$ cat src/verilog/mcrb_defines.vh
`ifndef MCRB_DEFINES_VH
`define MCRB_DEFINES_VH

// register indices; the byte address on the bus is four times the index
`define MCRB_IDX_SYSINT     6'h2B
`define MCRB_IDX_CSR        6'h2C
`define MCRB_IDX_TONE       6'h2D

// reset values
`define MCRB_CSR_RESET      8'h00
`define MCRB_TONE_RESET     8'h00

// control/status field positions
`define MCRB_BIT_CLKOUT     7
`define MCRB_BIT_DIV_HI     6
`define MCRB_BIT_DIV_LO     5
`define MCRB_BIT_SLOW       4
`define MCRB_BIT_TB_HI      3
`define MCRB_BIT_TB_LO      2
`define MCRB_BIT_TIE        1
`define MCRB_BIT_FLAG       0

// tone register field positions
`define MCRB_BIT_TONE_HI    1
`define MCRB_BIT_TONE_LO    0

// time-base periods in oscillator cycles
`define MCRB_TB_PERIOD0     16000
`define MCRB_TB_PERIOD1     32000
`define MCRB_TB_PERIOD2     80000
`define MCRB_TB_PERIOD3     200000

// tone half periods in oscillator cycles (8 MHz gives 2, 1, 0.5 kHz)
`define MCRB_TONE_HALF1     2000
`define MCRB_TONE_HALF2     4000
`define MCRB_TONE_HALF3     8000

`endif

$ cat src/verilog/mcrb_top.v
// The implementer's own choice: the APB interface to the registers.
`timescale 1ns/1ns
// Behaviour
// - clock-out select puts cpu clock on pin
// - clock-out stops during active halt
// - divider field picks slow divide 2/4/8/16
// - slow select off means full rate
// - time-base field picks tick period
// - new period applies after current period
// - tick enable gates irq, wakes active halt
// - halt with tick enable enters active halt
// - tick flag set by hardware, read clears
// - tone field selects off or three tones
// - tone keeps running in active halt
// - registers at 2Ch, 2Dh, reset zero
// - irq needs tick enable and mask clear
// - full halt freezes counter, tick never wakes
// - active halt keeps counter running
`include "mcrb_defines.vh"

module mcrb_top #(
    parameter TB_PERIOD0 = `MCRB_TB_PERIOD0,
    parameter TB_PERIOD1 = `MCRB_TB_PERIOD1,
    parameter TB_PERIOD2 = `MCRB_TB_PERIOD2,
    parameter TB_PERIOD3 = `MCRB_TB_PERIOD3,
    parameter TONE_HALF1 = `MCRB_TONE_HALF1,
    parameter TONE_HALF2 = `MCRB_TONE_HALF2,
    parameter TONE_HALF3 = `MCRB_TONE_HALF3
)(
    input  wire        REF_CLK_IN,
    input  wire        NRST_IN,
    input  wire        PSEL_IN,
    input  wire        PENABLE_IN,
    input  wire        PWRITE_IN,
    input  wire [7:0]  PADDR_IN,
    input  wire [31:0] PWDATA_IN,
    input  wire [3:0]  PSTRB_IN,
    output reg  [31:0] PRDATA_OUT,
    output reg         PREADY_OUT,
    output reg         PSLVERR_OUT,
    input  wire        HALT_REQ_IN,
    input  wire        WAKE_IN,
    input  wire        IRQ_MASK_IN,
    output reg         CPU_CLK_EN_OUT,
    output reg         CLOCK_OUT_PIN_OUT,
    output reg         CLOCK_OUT_OE_OUT,
    output reg         TONE_PIN_OUT,
    output reg         TONE_OE_OUT,
    output reg         TICK_IRQ_OUT,
    output reg         ACTIVE_HALT_OUT,
    output reg         HALT_OUT
);

    // power states, one-hot
    localparam [2:0] ST_RUN   = 3'h1;
    localparam [2:0] ST_AHALT = 3'h2;
    localparam [2:0] ST_HALT  = 3'h4;

    // last count of each period, full width; cut to counter width where used
    localparam [31:0] TB_LAST0   = TB_PERIOD0 - 1;
    localparam [31:0] TB_LAST1   = TB_PERIOD1 - 1;
    localparam [31:0] TB_LAST2   = TB_PERIOD2 - 1;
    localparam [31:0] TB_LAST3   = TB_PERIOD3 - 1;
    localparam [31:0] TONE_LAST1 = TONE_HALF1 - 1;
    localparam [31:0] TONE_LAST2 = TONE_HALF2 - 1;
    localparam [31:0] TONE_LAST3 = TONE_HALF3 - 1;

    reg        rst_meta;
    reg        rst_n;
    reg [2:0]  mode;
    reg        clock_out_select;
    reg [1:0]  cpu_divider_select;
    reg        slow_select;
    reg [1:0]  tick_period_select;
    reg        tick_irq_enable;
    reg        tick_flag;
    reg [1:0]  tone_select;
    reg        rd_csr;
    reg [17:0] tick_cnt;
    reg [1:0]  tb_cur;
    reg [3:0]  pre_cnt;
    reg [3:0]  div_cur;
    reg [12:0] tone_cnt;

    // ----------------------------------------------------------------
    // decode helpers
    // ----------------------------------------------------------------

    // aligned word match of a register index
    function is_reg;
        input [7:0] addr;
        input [5:0] idx;
        begin
            is_reg = (addr[7:2] == idx) && (addr[1:0] == 2'h0);
        end
    endfunction

    // last count of a time-base period
    function [17:0] tb_last;
        input [1:0] sel;
        begin
            case (sel)
                2'h0:    tb_last = TB_LAST0[17:0];
                2'h1:    tb_last = TB_LAST1[17:0];
                2'h2:    tb_last = TB_LAST2[17:0];
                default: tb_last = TB_LAST3[17:0];
            endcase
        end
    endfunction

    // last count of a cpu clock period, 0 means every cycle
    function [3:0] div_last;
        input       slow;
        input [1:0] sel;
        begin
            if (!slow)
            begin
                div_last = 4'h0;
            end
            else
            begin
                case (sel)
                    2'h0:    div_last = 4'h1;
                    2'h1:    div_last = 4'h3;
                    2'h2:    div_last = 4'h7;
                    default: div_last = 4'hF;
                endcase
            end
        end
    endfunction

    // last count of a tone half period
    function [12:0] tone_last;
        input [1:0] sel;
        begin
            case (sel)
                2'h1:    tone_last = TONE_LAST1[12:0];
                2'h2:    tone_last = TONE_LAST2[12:0];
                default: tone_last = TONE_LAST3[12:0];
            endcase
        end
    endfunction

    // ----------------------------------------------------------------
    // reset release
    // ----------------------------------------------------------------

    // assert at once, release after two edges
    always @(posedge REF_CLK_IN or negedge NRST_IN)
    begin
        if (!NRST_IN)
        begin
            rst_meta <= 1'b0;
            rst_n    <= 1'b0;
        end
        else
        begin
            rst_meta <= 1'b1;
            rst_n    <= rst_meta;
        end
    end

    // ----------------------------------------------------------------
    // bus decode
    // ----------------------------------------------------------------

    wire setup    = PSEL_IN & ~PENABLE_IN;
    wire done     = PSEL_IN & PENABLE_IN & PREADY_OUT;
    wire hit_csr  = is_reg(PADDR_IN, `MCRB_IDX_CSR);
    wire hit_tone = is_reg(PADDR_IN, `MCRB_IDX_TONE);
    wire hit_sys  = is_reg(PADDR_IN, `MCRB_IDX_SYSINT);
    wire running  = mode[0];
    // registers frozen outside run, so halted writes are dropped
    wire wr_ok    = done & PWRITE_IN & PSTRB_IN[0] & ~PSLVERR_OUT & running;
    wire tick_run = ~mode[2];
    wire tick_end = tick_run & (tick_cnt == tb_last(tb_cur));
    wire cpu_tick = (pre_cnt == div_cur);
    wire tick_irq = tick_flag & tick_irq_enable & ~IRQ_MASK_IN;

    // ----------------------------------------------------------------
    // bus slave
    // ----------------------------------------------------------------

    // data and ready are set up in the setup cycle so every access
    // completes on its first access edge without a wait state
    always @(posedge REF_CLK_IN or negedge rst_n)
    begin
        if (!rst_n)
        begin
            PRDATA_OUT  <= 32'h0000_0000;
            PREADY_OUT  <= 1'b0;
            PSLVERR_OUT <= 1'b0;
            rd_csr      <= 1'b0;
        end
        else
        begin
            PREADY_OUT  <= setup;
            PSLVERR_OUT <= setup & ~(hit_csr | hit_tone | hit_sys);
            rd_csr      <= setup & hit_csr & ~PWRITE_IN;
            if (setup)
            begin
                PRDATA_OUT <= 32'h0000_0000;
                if (hit_csr)
                begin
                    PRDATA_OUT[7:0] <= {clock_out_select, cpu_divider_select, slow_select,
                                        tick_period_select, tick_irq_enable, tick_flag};
                end
                else if (hit_tone)
                begin
                    PRDATA_OUT[1:0] <= tone_select;
                end
            end
        end
    end

    // ----------------------------------------------------------------
    // control and tone registers
    // ----------------------------------------------------------------

    // software fields, cleared by reset
    always @(posedge REF_CLK_IN or negedge rst_n)
    begin
        if (!rst_n)
        begin
            clock_out_select   <= 1'b0;
            cpu_divider_select <= 2'h0;
            slow_select        <= 1'b0;
            tick_period_select <= 2'h0;
            tick_irq_enable    <= 1'b0;
            tone_select        <= 2'h0;
        end
        else if (wr_ok)
        begin
            if (hit_csr)
            begin
                clock_out_select   <= PWDATA_IN[`MCRB_BIT_CLKOUT];
                cpu_divider_select <= PWDATA_IN[`MCRB_BIT_DIV_HI:`MCRB_BIT_DIV_LO];
                slow_select        <= PWDATA_IN[`MCRB_BIT_SLOW];
                tick_period_select <= PWDATA_IN[`MCRB_BIT_TB_HI:`MCRB_BIT_TB_LO];
                tick_irq_enable    <= PWDATA_IN[`MCRB_BIT_TIE];
            end
            else if (hit_tone)
            begin
                tone_select <= PWDATA_IN[`MCRB_BIT_TONE_HI:`MCRB_BIT_TONE_LO];
            end
        end
    end

    // tick flag: a tick in the clearing cycle wins, and only a flag
    // that the read actually returned is cleared, so none is lost
    always @(posedge REF_CLK_IN or negedge rst_n)
    begin
        if (!rst_n)
        begin
            tick_flag <= 1'b0;
        end
        else if (tick_end)
        begin
            tick_flag <= 1'b1;
        end
        else if (done & rd_csr & PRDATA_OUT[`MCRB_BIT_FLAG])
        begin
            tick_flag <= 1'b0;
        end
    end

    // ----------------------------------------------------------------
    // power state
    // ----------------------------------------------------------------

    // tick wakes only active halt; full halt needs an outside wake
    always @(posedge REF_CLK_IN or negedge rst_n)
    begin
        if (!rst_n)
        begin
            mode <= ST_RUN;
        end
        else
        begin
            case (mode)
                ST_RUN:
                begin
                    if (HALT_REQ_IN)
                    begin
                        mode <= tick_irq_enable ? ST_AHALT : ST_HALT;
                    end
                end
                ST_AHALT:
                begin
                    if (WAKE_IN | tick_irq)
                    begin
                        mode <= ST_RUN;
                    end
                end
                ST_HALT:
                begin
                    if (WAKE_IN)
                    begin
                        mode <= ST_RUN;
                    end
                end
                default:
                begin
                    mode <= ST_RUN;
                end
            endcase
        end
    end

    // ----------------------------------------------------------------
    // time base
    // ----------------------------------------------------------------

    // the period in force is reloaded only at its own end
    always @(posedge REF_CLK_IN or negedge rst_n)
    begin
        if (!rst_n)
        begin
            tick_cnt <= 18'h0_0000;
            tb_cur   <= 2'h0;
        end
        else if (tick_end)
        begin
            tick_cnt <= 18'h0_0000;
            tb_cur   <= tick_period_select;
        end
        else if (tick_run)
        begin
            tick_cnt <= tick_cnt + 18'h0_0001;
        end
    end

    // ----------------------------------------------------------------
    // cpu clock prescaler
    // ----------------------------------------------------------------

    // ratio changes only at a period boundary, so no short pulse
    always @(posedge REF_CLK_IN or negedge rst_n)
    begin
        if (!rst_n)
        begin
            pre_cnt <= 4'h0;
            div_cur <= 4'h0;
        end
        else if (cpu_tick)
        begin
            pre_cnt <= 4'h0;
            div_cur <= div_last(slow_select, cpu_divider_select);
        end
        else
        begin
            pre_cnt <= pre_cnt + 4'h1;
        end
    end

    // ----------------------------------------------------------------
    // outputs
    // ----------------------------------------------------------------

    // clock-out toggles per cpu period; it is parked low when halted
    always @(posedge REF_CLK_IN or negedge rst_n)
    begin
        if (!rst_n)
        begin
            CPU_CLK_EN_OUT    <= 1'b0;
            CLOCK_OUT_PIN_OUT <= 1'b0;
            CLOCK_OUT_OE_OUT  <= 1'b0;
            TICK_IRQ_OUT      <= 1'b0;
            ACTIVE_HALT_OUT   <= 1'b0;
            HALT_OUT          <= 1'b0;
        end
        else
        begin
            CPU_CLK_EN_OUT   <= cpu_tick & running;
            CLOCK_OUT_OE_OUT <= clock_out_select & running;
            if (!(clock_out_select & running))
            begin
                CLOCK_OUT_PIN_OUT <= 1'b0;
            end
            else if (cpu_tick)
            begin
                CLOCK_OUT_PIN_OUT <= ~CLOCK_OUT_PIN_OUT;
            end
            TICK_IRQ_OUT    <= tick_irq;
            ACTIVE_HALT_OUT <= mode[1];
            HALT_OUT        <= mode[2];
        end
    end

    // tone runs in run and active halt; the oscillator is off in halt
    always @(posedge REF_CLK_IN or negedge rst_n)
    begin
        if (!rst_n)
        begin
            tone_cnt     <= 13'h0000;
            TONE_PIN_OUT <= 1'b0;
            TONE_OE_OUT  <= 1'b0;
        end
        else if ((tone_select == 2'h0) || mode[2])
        begin
            tone_cnt     <= 13'h0000;
            TONE_PIN_OUT <= 1'b0;
            TONE_OE_OUT  <= 1'b0;
        end
        else
        begin
            TONE_OE_OUT <= 1'b1;
            // >= so a shorter tone picked mid-count cannot overrun
            if (tone_cnt >= tone_last(tone_select))
            begin
                tone_cnt     <= 13'h0000;
                TONE_PIN_OUT <= ~TONE_PIN_OUT;
            end
            else
            begin
                tone_cnt <= tone_cnt + 13'h0001;
            end
        end
    end

endmodule // mcrb_top

$ cat config.mk
export PLATFORM = sky130hd
export DESIGN_NAME = mcrb_top
export DESIGN_NICKNAME = d
export VERILOG_FILES = /design/src/verilog/mcrb_top.v
export VERILOG_INCLUDE_DIRS = /design/src /design/src/verilog
export SDC_FILE = /design/constraint.sdc
export NUM_CORES = 1
export LEC_CHECK = 0
export BUFFER_PORTS_ARGS = -buffer_cell sky130_fd_sc_hd__buf_4
export CAP_MARGIN = 20
export CORE_ASPECT_RATIO = 0.5
export CORE_MARGIN = 2
export CORE_UTILIZATION = 42
export DETAILED_ROUTE_END_ITERATION = 10
export PLACE_DENSITY = 0.69
export SYNTH_ARGS = -nofsm -noshare
export SYNTH_HDL_FRONTEND = slang
export SYNTH_SLANG_ARGS = --single-unit
$ cat constraint.sdc
create_clock -name REF_CLK_IN -period 5.2 [get_ports REF_CLK_IN]
set_input_delay 0 -clock REF_CLK_IN [delete_from_list [all_inputs] [get_ports REF_CLK_IN]]
set_output_delay 0 -clock REF_CLK_IN [all_outputs]
set_load 0.01 [all_outputs]
==> flow_summary.ini, run 1 <==
[timing]
relSlewSlack = 0.3184
rsz0062_at_grt = no
fin_crit_sh = 0.4757
finalSetupTns_ns = 0
finalSetupViolCount = 0
final.min_clock_period_ns = 2.473
max_freq_ghz = 0.4043
worst_slack_ns = 2.727
worstMarginPinSlew_ns = 1.014
slew_viol_final = 0
skew_ns = 0.004266
hold_violations = 0
holdWs_ns = 0.01714

[critical_path]
slowest_delay_ns = 0.39
cp-start-kind = flip-flop
path_cells = inv_1 -> ha_1 -> ha_1 -> a2111oi_0 -> o31a_1 -> nand2_1 -> mux2_2
crit_required_ns = 5.41
cp_slowest_cell = dfrtp_1
cpMostUsedCell = ha_1
cp_max_fo = 13
critical_path_class = flip-flop to flip-flop
crit_path_end_kind = flip-flop
critPathBufInv = 1
crit_arrival_ns = 2.69
critPathTopFamily = adder cells

[cts]
clockRootBuffer = clkbuf_16
cts_resized = 0
cts_max_level = 3
post_cts_buffers = 0
clockBufferDepth = 2
path_clk_slew_ns = 0.05
cts_sinks = 75
clk_latency_ns = 0.33
cts_tree = yes
numCtsBuffers = 9
hold_buffers = 14

[detailed_routing]
drtIter0Drc = 153
vias = 2568
wl_um = 6932
drtAntennaViolNets = 0
detail_route.wl_per_cell_um = 13.15
dr.pass1.iters = 4
drc_errors = 0
vias_per_cell = 4.873

[yosys]
synth-warning-count = 0
synthDistinctLibCells = 53
yosys.area_share.simple = 0.1803
synth_compound_area_frac = 0.06326
synth.most_common_cell = dfrtp_1
synth-adder-area-share = 0.03970
yosysTopAreaCellShare = 0.4980
yosys_most_used_dff = dfrtp_1
synth_seq_cells = 75
synthTopCellsByArea = dfrtp_1 50%, buf_4 5.5%, xor2_1 4.5%
syn_area_mm2 = 0.003719
syn_inst = 349
synth_enable_flop_cells = 0
synth-seq-area-share = 0.5050
synth_area_per_cell_um2 = 10.65
synth_common_cells = 74 x dfrtp_1, 40 x nor2_1, 27 x buf_4, 22 x nand2_1, 19 x xor2_1
synthMuxAreaShare = 0.04475
ys_async_sr_fraction = 1.000
synth_xor_area_frac = 0.08479
synth_top_family_by_area = simple AND/OR/NAND/NOR gates
yosysTopAreaCell = dfrtp_1

[placed_design]
port_buffers = 42
place_inst = 497
dp_slack_ns = 2.714
place.gp.congestion = 0.8267
place_area_mm2 = 0.004044
hpwl_um = 4484

[min_path]
holdCritPathClass = input port to flip-flop

[status]
status = completed

[cells_and_area]
num-nets-final = 468
finalInstanceArea_mm2 = 0.004464
final_util = 0.5162
multiInputGateArea_mm2 = 0.001635
diodes = 0
drive_gt1_frac = 0.2000
area.growth.synth_to_final_pct = 20.05
n_fill_cell = 777
fin_cells = 527
register_area_mm2 = 0.001879

[floorplan]
die_h_um = 70.54
core.rowCount = 24
die-area_mm2 = 0.009668
fp.coreArea_mm2 = 0.008648
start_util = 0.4300
pin_count = 94
die_w_um = 137.1

[job]
drv_cap = 0

[power]
irDropWorstVdd_mv = 0.1669
power_density_mw_per_mm2 = 313.9
power_mw = 1.401
leakagePower_nw = 2.130

[grt]
antenna_found_initial = 0
grt_pass1_wl_um = 12300
grt_max_degree = 74
overflow = 0
grtUsageTotal = 0.1639
grt_pass1_vias = 2604
flip-flops by register name, indices dropped and copies added, names as in the netlist, 2 cells and up:
register            count
pre_cnt                 4
cpu_divider_select      2
tone_select             2
div_cur                 4
tick_cnt               18
PRDATA_OUT              8
tick_period_select      2
tb_cur                  2
tone_cnt               13
mode                    3
cells in the final DEF, fill, tap and decap left out, drive strengths merged, types with 2 or more instances in the layout:
master,instances
a21oi,3
a22o,7
and2,3
and3,6
and4,2
buf,43
clkbuf,13
clkinv,2
conb,25
dfrtp,74
dlygate4sd3,14
ha,11
inv,16
mux2,13
mux2i,2
nand2,23
nand2b,2
nand3,15
nand4,8
nor2,40
nor2b,2
nor3,7
nor4,3
nor4b,2
o211ai,2
o21a,2
o21ai,9
o22ai,2
o31ai,2
or2,3
or2b,2
xnor2,17
xor2,19
final timing paths:
path | startpoint | end | slack [ns] | cells after the start
setup reg to reg | tone_select[0] | TONE_PIN_OUT | 2.73 | 7
min in group asynchronous | rst_n | tick_cnt[11] | 0.48 | 1
hold / removal | WAKE_IN | mode[1] | 0.02 | 4
max in group asynchronous | rst_n | tone_cnt[3] | 4.14 | 1
hold reg to reg | rst_meta | rst_n | 0.35 | 0
setup / recovery | tone_select[0] | TONE_PIN_OUT | 2.73 | 7
kinds of logic after synthesis:
group | after synthesis
xor+xnor | 36
buf+inv | 51
mux | 15
simple gates | 124
compound gates | 34
fa+ha+maj | 12
other cells | 2
flops | 75
worst min-delay path, stage by stage:
cell and delay [ns]:
buf_4 0.09, nor2_1 0.06, nand4_1 0.09, o21ai_0 0.07
layer usage:
layer	GRT usage	up-vias	routed length, um
met3	0.05018	14	292
met1	0.2053	1245	3173
met2	0.2681	58	3340
li1	-	1251	-
met5	0	-	0
met4	0.06529	0	125
where the power goes:
group	internal, mW	switching [mW]	leakage, nW
logic	0.0685	0.0745	0.978
clock network	0.370	0.224	0.138
registers	0.624	0.0402	1.01
cell type report:
cell class / count / area share
sequential: 75 / 0.4210
multi-input combinational: 246 / 0.3663
timing repair buffer: 57 / 0.1037
clock buffer: 13 / 0.05381
tap: 117 / 0.03279
inverter: 16 / 0.01345
clock inverter: 3 / 0.008969
Power figures use the tool's default switching activity.
==> run 2: changes to the inputs <==
--- a/config.mk
+++ b/config.mk
@@ -12,7 +12,7 @@
 export CORE_MARGIN = 2
 export CORE_UTILIZATION = 42
 export DETAILED_ROUTE_END_ITERATION = 10
-export PLACE_DENSITY = 0.69
+export PLACE_DENSITY = 0.71
 export SYNTH_ARGS = -nofsm -noshare
 export SYNTH_HDL_FRONTEND = slang
 export SYNTH_SLANG_ARGS = --single-unit
==> constraint.sdc (replaced) <==
create_clock -name REF_CLK_IN -period 2.2 [get_ports REF_CLK_IN]
set_input_delay 0 -clock REF_CLK_IN [delete_from_list [all_inputs] [get_ports REF_CLK_IN]]
set_output_delay 0 -clock REF_CLK_IN [all_outputs]
set_load 0.01 [all_outputs]
==> flow_summary.ini, run 2 (same netlist as run 1, synthesis figures left out) <==
[power]
leakagePower_nw = 2.182
irDropWorstVdd_mv = 0.5056
power_mw = 3.332
power_density_mw_per_mm2 = 728.2

[floorplan]
die-area_mm2 = 0.009668
die_w_um = 137.1
start_util = 0.4300
fp.coreArea_mm2 = 0.008648
core.rowCount = 24
pin_count = 94
die_h_um = 70.54

[cells_and_area]
drive_gt1_frac = 0.2238
top_register = tick_cnt
area.growth.synth_to_final_pct = 23.05
mostFrequentLayoutCell = dfrtp_1
multiInputGateArea_mm2 = 0.001657
n_fill_cell = 768
register_area_mm2 = 0.001879
reg.largest.list = tick_cnt (18), tone_cnt (13), PRDATA_OUT (8)
largest_reg_flops = 18
final_util = 0.5291
final_cell_mix = 73 x dfrtp_1, 51 x buf_4, 39 x nor2_1
num-nets-final = 478
diodes = 0

[critical_path]
crit_path_end_kind = flip-flop
cp_max_fo = 3
reg2reg_depth = 7
rrSetupSlack_ns = 0.14
crit_arrival_ns = 2.27
r2r_start = tone_select[0]
critical_path_class = flip-flop to flip-flop
cp-start-kind = flip-flop
crit_required_ns = 2.41
rr_endpoint = TONE_PIN_OUT

[min_path]
worstHoldPathCells = 3
min_from = HALT_REQ_IN
holdCritPathClass = input port to flip-flop
min_to = mode[1]

[timing]
skew_ns = 0.006588
fin_crit_sh = 0.9342
relSlewSlack = 0.4907
worst_slack_ns = 0.1449
finalSetupViolCount = 0
max_freq_ghz = 0.4866
hold_violations = 0
final.min_clock_period_ns = 2.055
slew_viol_final = 0
worstMarginPinSlew_ns = 0.7576

[placed_design]
place.gp.congestion = 0.7939
dp_slack_ns = 0.01817
port_buffers = 42
hpwl_um = 4778

[detailed_routing]
vias_per_cell = 4.847
vias = 2603
drtAntennaViolNets = 0
dr.pass1.iters = 4
detail_route.wl_per_cell_um = 12.99
wl_um = 6977
drtIter0Drc = 160
drc_errors = 0

[grt]
grt_max_degree = 36
antenna_found_initial = 0
overflow = 0
grt_pass1_vias = 2515
grt_pass1_wl_um = 11740
grtUsageTotal = 0.1572

[cts]
cts_sinks = 75
clk_latency_ns = 0.33
numCtsBuffers = 9
clockBufferDepth = 2
clockRootBuffer = clkbuf_16
cts_tree = yes
path_clk_slew_ns = 0.05
cts_max_level = 3

[status]
status = completed

[job]
drv_cap = 0
[run 2: cell types whose count changed in the layout (fill, tap and decap cells not counted), sizes merged]
cell and change:
dlygate4sd3 +1, buf +9
[run 2: worst max path at each step]
stage	cells past startpoint	slack [ns]	start	endpoint
after floorplan	7	0.18	tone_select[0]	TONE_PIN_OUT
after global placement	7	0.11	tone_select[1]	TONE_PIN_OUT
after detailed placement	7	0.02	tone_select[1]	TONE_PIN_OUT
after CTS	8	0.01	tone_select[1]	tone_cnt[2]
after global routing	8	-0.0006	tone_select[0]	tone_cnt[2]
final	7	0.14	tone_select[0]	TONE_PIN_OUT
[run 2: area by class of cell]
cell class                 count  area share
clock buffer                  13     0.05250
clock inverter                 3    0.008750
inverter                      16     0.01313
multi-input combinational    246      0.3620
sequential                    75      0.4107
tap                          117     0.03199
timing repair buffer          67      0.1209
[run 2: timing repair]
action,in CTS,in global routing
hold buffers,15,0
setup buffers,0,1
endpoints found under the hold margin,16,0
setup endpoints to repair,0,13
gates resized for setup,0,4
[run 2: critical path, stage by stage, from the launching register on]
cell       delay (ns)
dfrtp_1          0.38
buf_4            0.14
ha_1             0.24
ha_1             0.21
a2111oi_2        0.39
o31a_1           0.22
nand2_1          0.08
mux2_2           0.27
[run 2: per-stage QoR]
stage	instance area, um2	hold slack [ns]	setup TNS (ns)	std cells
2_1_floorplan	3806	-0.2956	0	372
3_3_place_gp	4116	-0.2169	0	505
3_5_place_dp	4116	-0.2141	0	505
4_1_cts	4547	0.02313	0	536
5_1_grt	4576	0.04184	-0.0006022	537
6_report	4576	0.02930	0	537
[run 2: power breakdown]
part / switching [mW] / internal [mW]
clock network: 0.531 / 0.875
registers: 0.0956 / 1.47
logic: 0.182 / 0.174
total: 0.808 / 2.52
[run 2: layer usage]
| layer | vias to the layer above | track usage | part of all wire |
|---|---|---|---|
| li1 | 1268 | - | - |
| met1 | 1261 | 0.1984 | 0.46 |
| met2 | 58 | 0.2537 | 0.48 |
| met3 | 16 | 0.05305 | 0.043 |
| met4 | 0 | 0.05842 | 0.020 |
| met5 | - | 0 | 0 |
==> run 3: changes to the inputs <==
--- a/config.mk
+++ b/config.mk
@@ -13,6 +13,7 @@
 export CORE_UTILIZATION = 42
 export DETAILED_ROUTE_END_ITERATION = 10
 export PLACE_DENSITY = 0.71
+export REMOVE_ABC_BUFFERS = 1
 export SYNTH_ARGS = -nofsm -noshare
 export SYNTH_HDL_FRONTEND = slang
 export SYNTH_SLANG_ARGS = --single-unit
==> flow_summary.ini, run 3 (same netlist as run 1, synthesis figures left out) <==
[timing]
relSlewSlack = 0.5324
worstMarginPinSlew_ns = 0.6957
rsz0062_at_grt = no
holdWs_ns = 0.03250
hold_violations = 0
final.min_clock_period_ns = 2.030
max_freq_ghz = 0.4927
slew_viol_final = 0
worst_slack_ns = 0.1704
fin_crit_sh = 0.9226
finalSetupViolCount = 0
skew_ns = 0.006008

[cells_and_area]
n_fill_cell = 751
area.growth.synth_to_final_pct = 24.19
final_cell_mix = 73 x dfrtp_1, 50 x buf_4, 40 x nor2_1
top_register = tick_cnt
mostFrequentLayoutCell = dfrtp_1
num-nets-final = 477
finalInstanceArea_mm2 = 0.004618
diodes = 0
largest_reg_flops = 18
drive_gt1_frac = 0.2243
reg.largest.list = tick_cnt (18), tone_cnt (13), PRDATA_OUT (8)
final_util = 0.5340

[critical_path]
crit_path_end_kind = flip-flop
cp_max_fo = 3
crit_arrival_ns = 2.25
crit_required_ns = 2.42
cp-start-kind = flip-flop
critical_path_class = flip-flop to flip-flop
rrSetupSlack_ns = 0.17

[detailed_routing]
vias_per_cell = 4.759
wl_um = 6892
vias = 2551
drtIter0Drc = 147
drc_errors = 0
dr.pass1.iters = 4
detail_route.wl_per_cell_um = 12.86
drtAntennaViolNets = 0

[cts]
clockRootBuffer = clkbuf_16
cts_tree = yes
cts_max_level = 3
numCtsBuffers = 9
clk_latency_ns = 0.34
clockBufferDepth = 2
cts_sinks = 75
path_clk_slew_ns = 0.06

[placed_design]
place_area_mm2 = 0.004109
dp_slack_ns = 0.09305
place.gp.congestion = 0.7986
port_buffers = 42
hpwl_um = 4642

[floorplan]
die_h_um = 70.54
die-area_mm2 = 0.009668
fp.coreArea_mm2 = 0.008648
core.rowCount = 24
start_util = 0.4300
pin_count = 94
die_w_um = 137.1

[grt]
grt_max_degree = 74
grt_pass1_wl_um = 11570
overflow = 0
grtUsageTotal = 0.1550
antenna_found_initial = 0
grt_pass1_vias = 2493

[power]
irDropWorstVdd_mv = 0.4084
pwr-share-comb = 0.104
power_mw = 3.494
p_int_mw = 2.670
seq_power_share = 0.447
leakagePower_nw = 2.197
power_density_mw_per_mm2 = 756.6
switching_share = 0.2357
p_sw_uw = 823.7
power.share.clock = 0.449

[min_path]
holdCritPathClass = input port to flip-flop

[job]
drv_cap = 0

[status]
status = completed
-- run 3: power groups by stage --
stage | clock [mW] | combinational, mW | sequential [mW]
after global routing | 1.65 | 0.410 | 1.57
after floorplan | 0 | 0.200 | 1.59
after CTS | 1.60 | 0.366 | 1.56
final | 1.57 | 0.364 | 1.56
after global placement | 0 | 0.332 | 1.58
after detailed placement | 0 | 0.341 | 1.58
-- run 3: layout make-up --
cell class / instances / area [um2] / share of cell area
Clock buffer: 12 / 246.5 / 0.05337
Clock inverter: 4 / 73.82 / 0.01598
Inverter: 16 / 60.06 / 0.01300
Multi-Input combinational cell: 246 / 1667 / 0.3609
Sequential cell: 75 / 1879 / 0.4069
Tap cell: 117 / 146.4 / 0.03170
Timing Repair Buffer: 66 / 545.5 / 0.1181
-- run 3: metrics by stage --
step                setup TNS, ns  instances
floorplan                  -2.994        337
finish                          0        536
CTS                             0        535
global placement                0        504
detailed placement              0        504
global route                    0        536
-- run 3: worst max-delay path, cell delays in order (launching register included) --
cell     delay (ns)
dfrtp_1        0.37
inv_1          0.07
ha_1           0.35
ha_4           0.31
nand3_1        0.09
o31a_1         0.30
nand2_1        0.10
mux2_2         0.33
-- run 3: path summary, 6_finish.rpt --
path | from | to | cells past startpoint
worst max register to register | tone_select[1] | TONE_PIN_OUT | 7
worst min-delay path | HALT_REQ_IN | mode[1] | 3
worst min register to register | rst_n | HALT_OUT | 1
worst max-delay path | tone_select[1] | TONE_PIN_OUT | 7
min in group asynchronous | rst_n | HALT_OUT | 1
max in group asynchronous | NRST_IN | rst_n | 3
-- run 3: per-layer routing --
metal | up-vias | GRT usage | share of wire
met3 | 13 | 0.04301 | 0.031
met5 | - | 0 | 0
li1 | 1261 | - | -
met2 | 42 | 0.2565 | 0.49
met4 | 0 | 0.06529 | 0.016
met1 | 1235 | 0.1931 | 0.46
-- run 3: what timing repair did --
action / 4_1_cts / 5_1_grt
setup buffers: 0 / 1
endpoints found under the hold margin: 16 / 0
endpoints found under the setup margin: 0 / 13
gates resized for setup: 0 / 4
hold buffers: 15 / 0
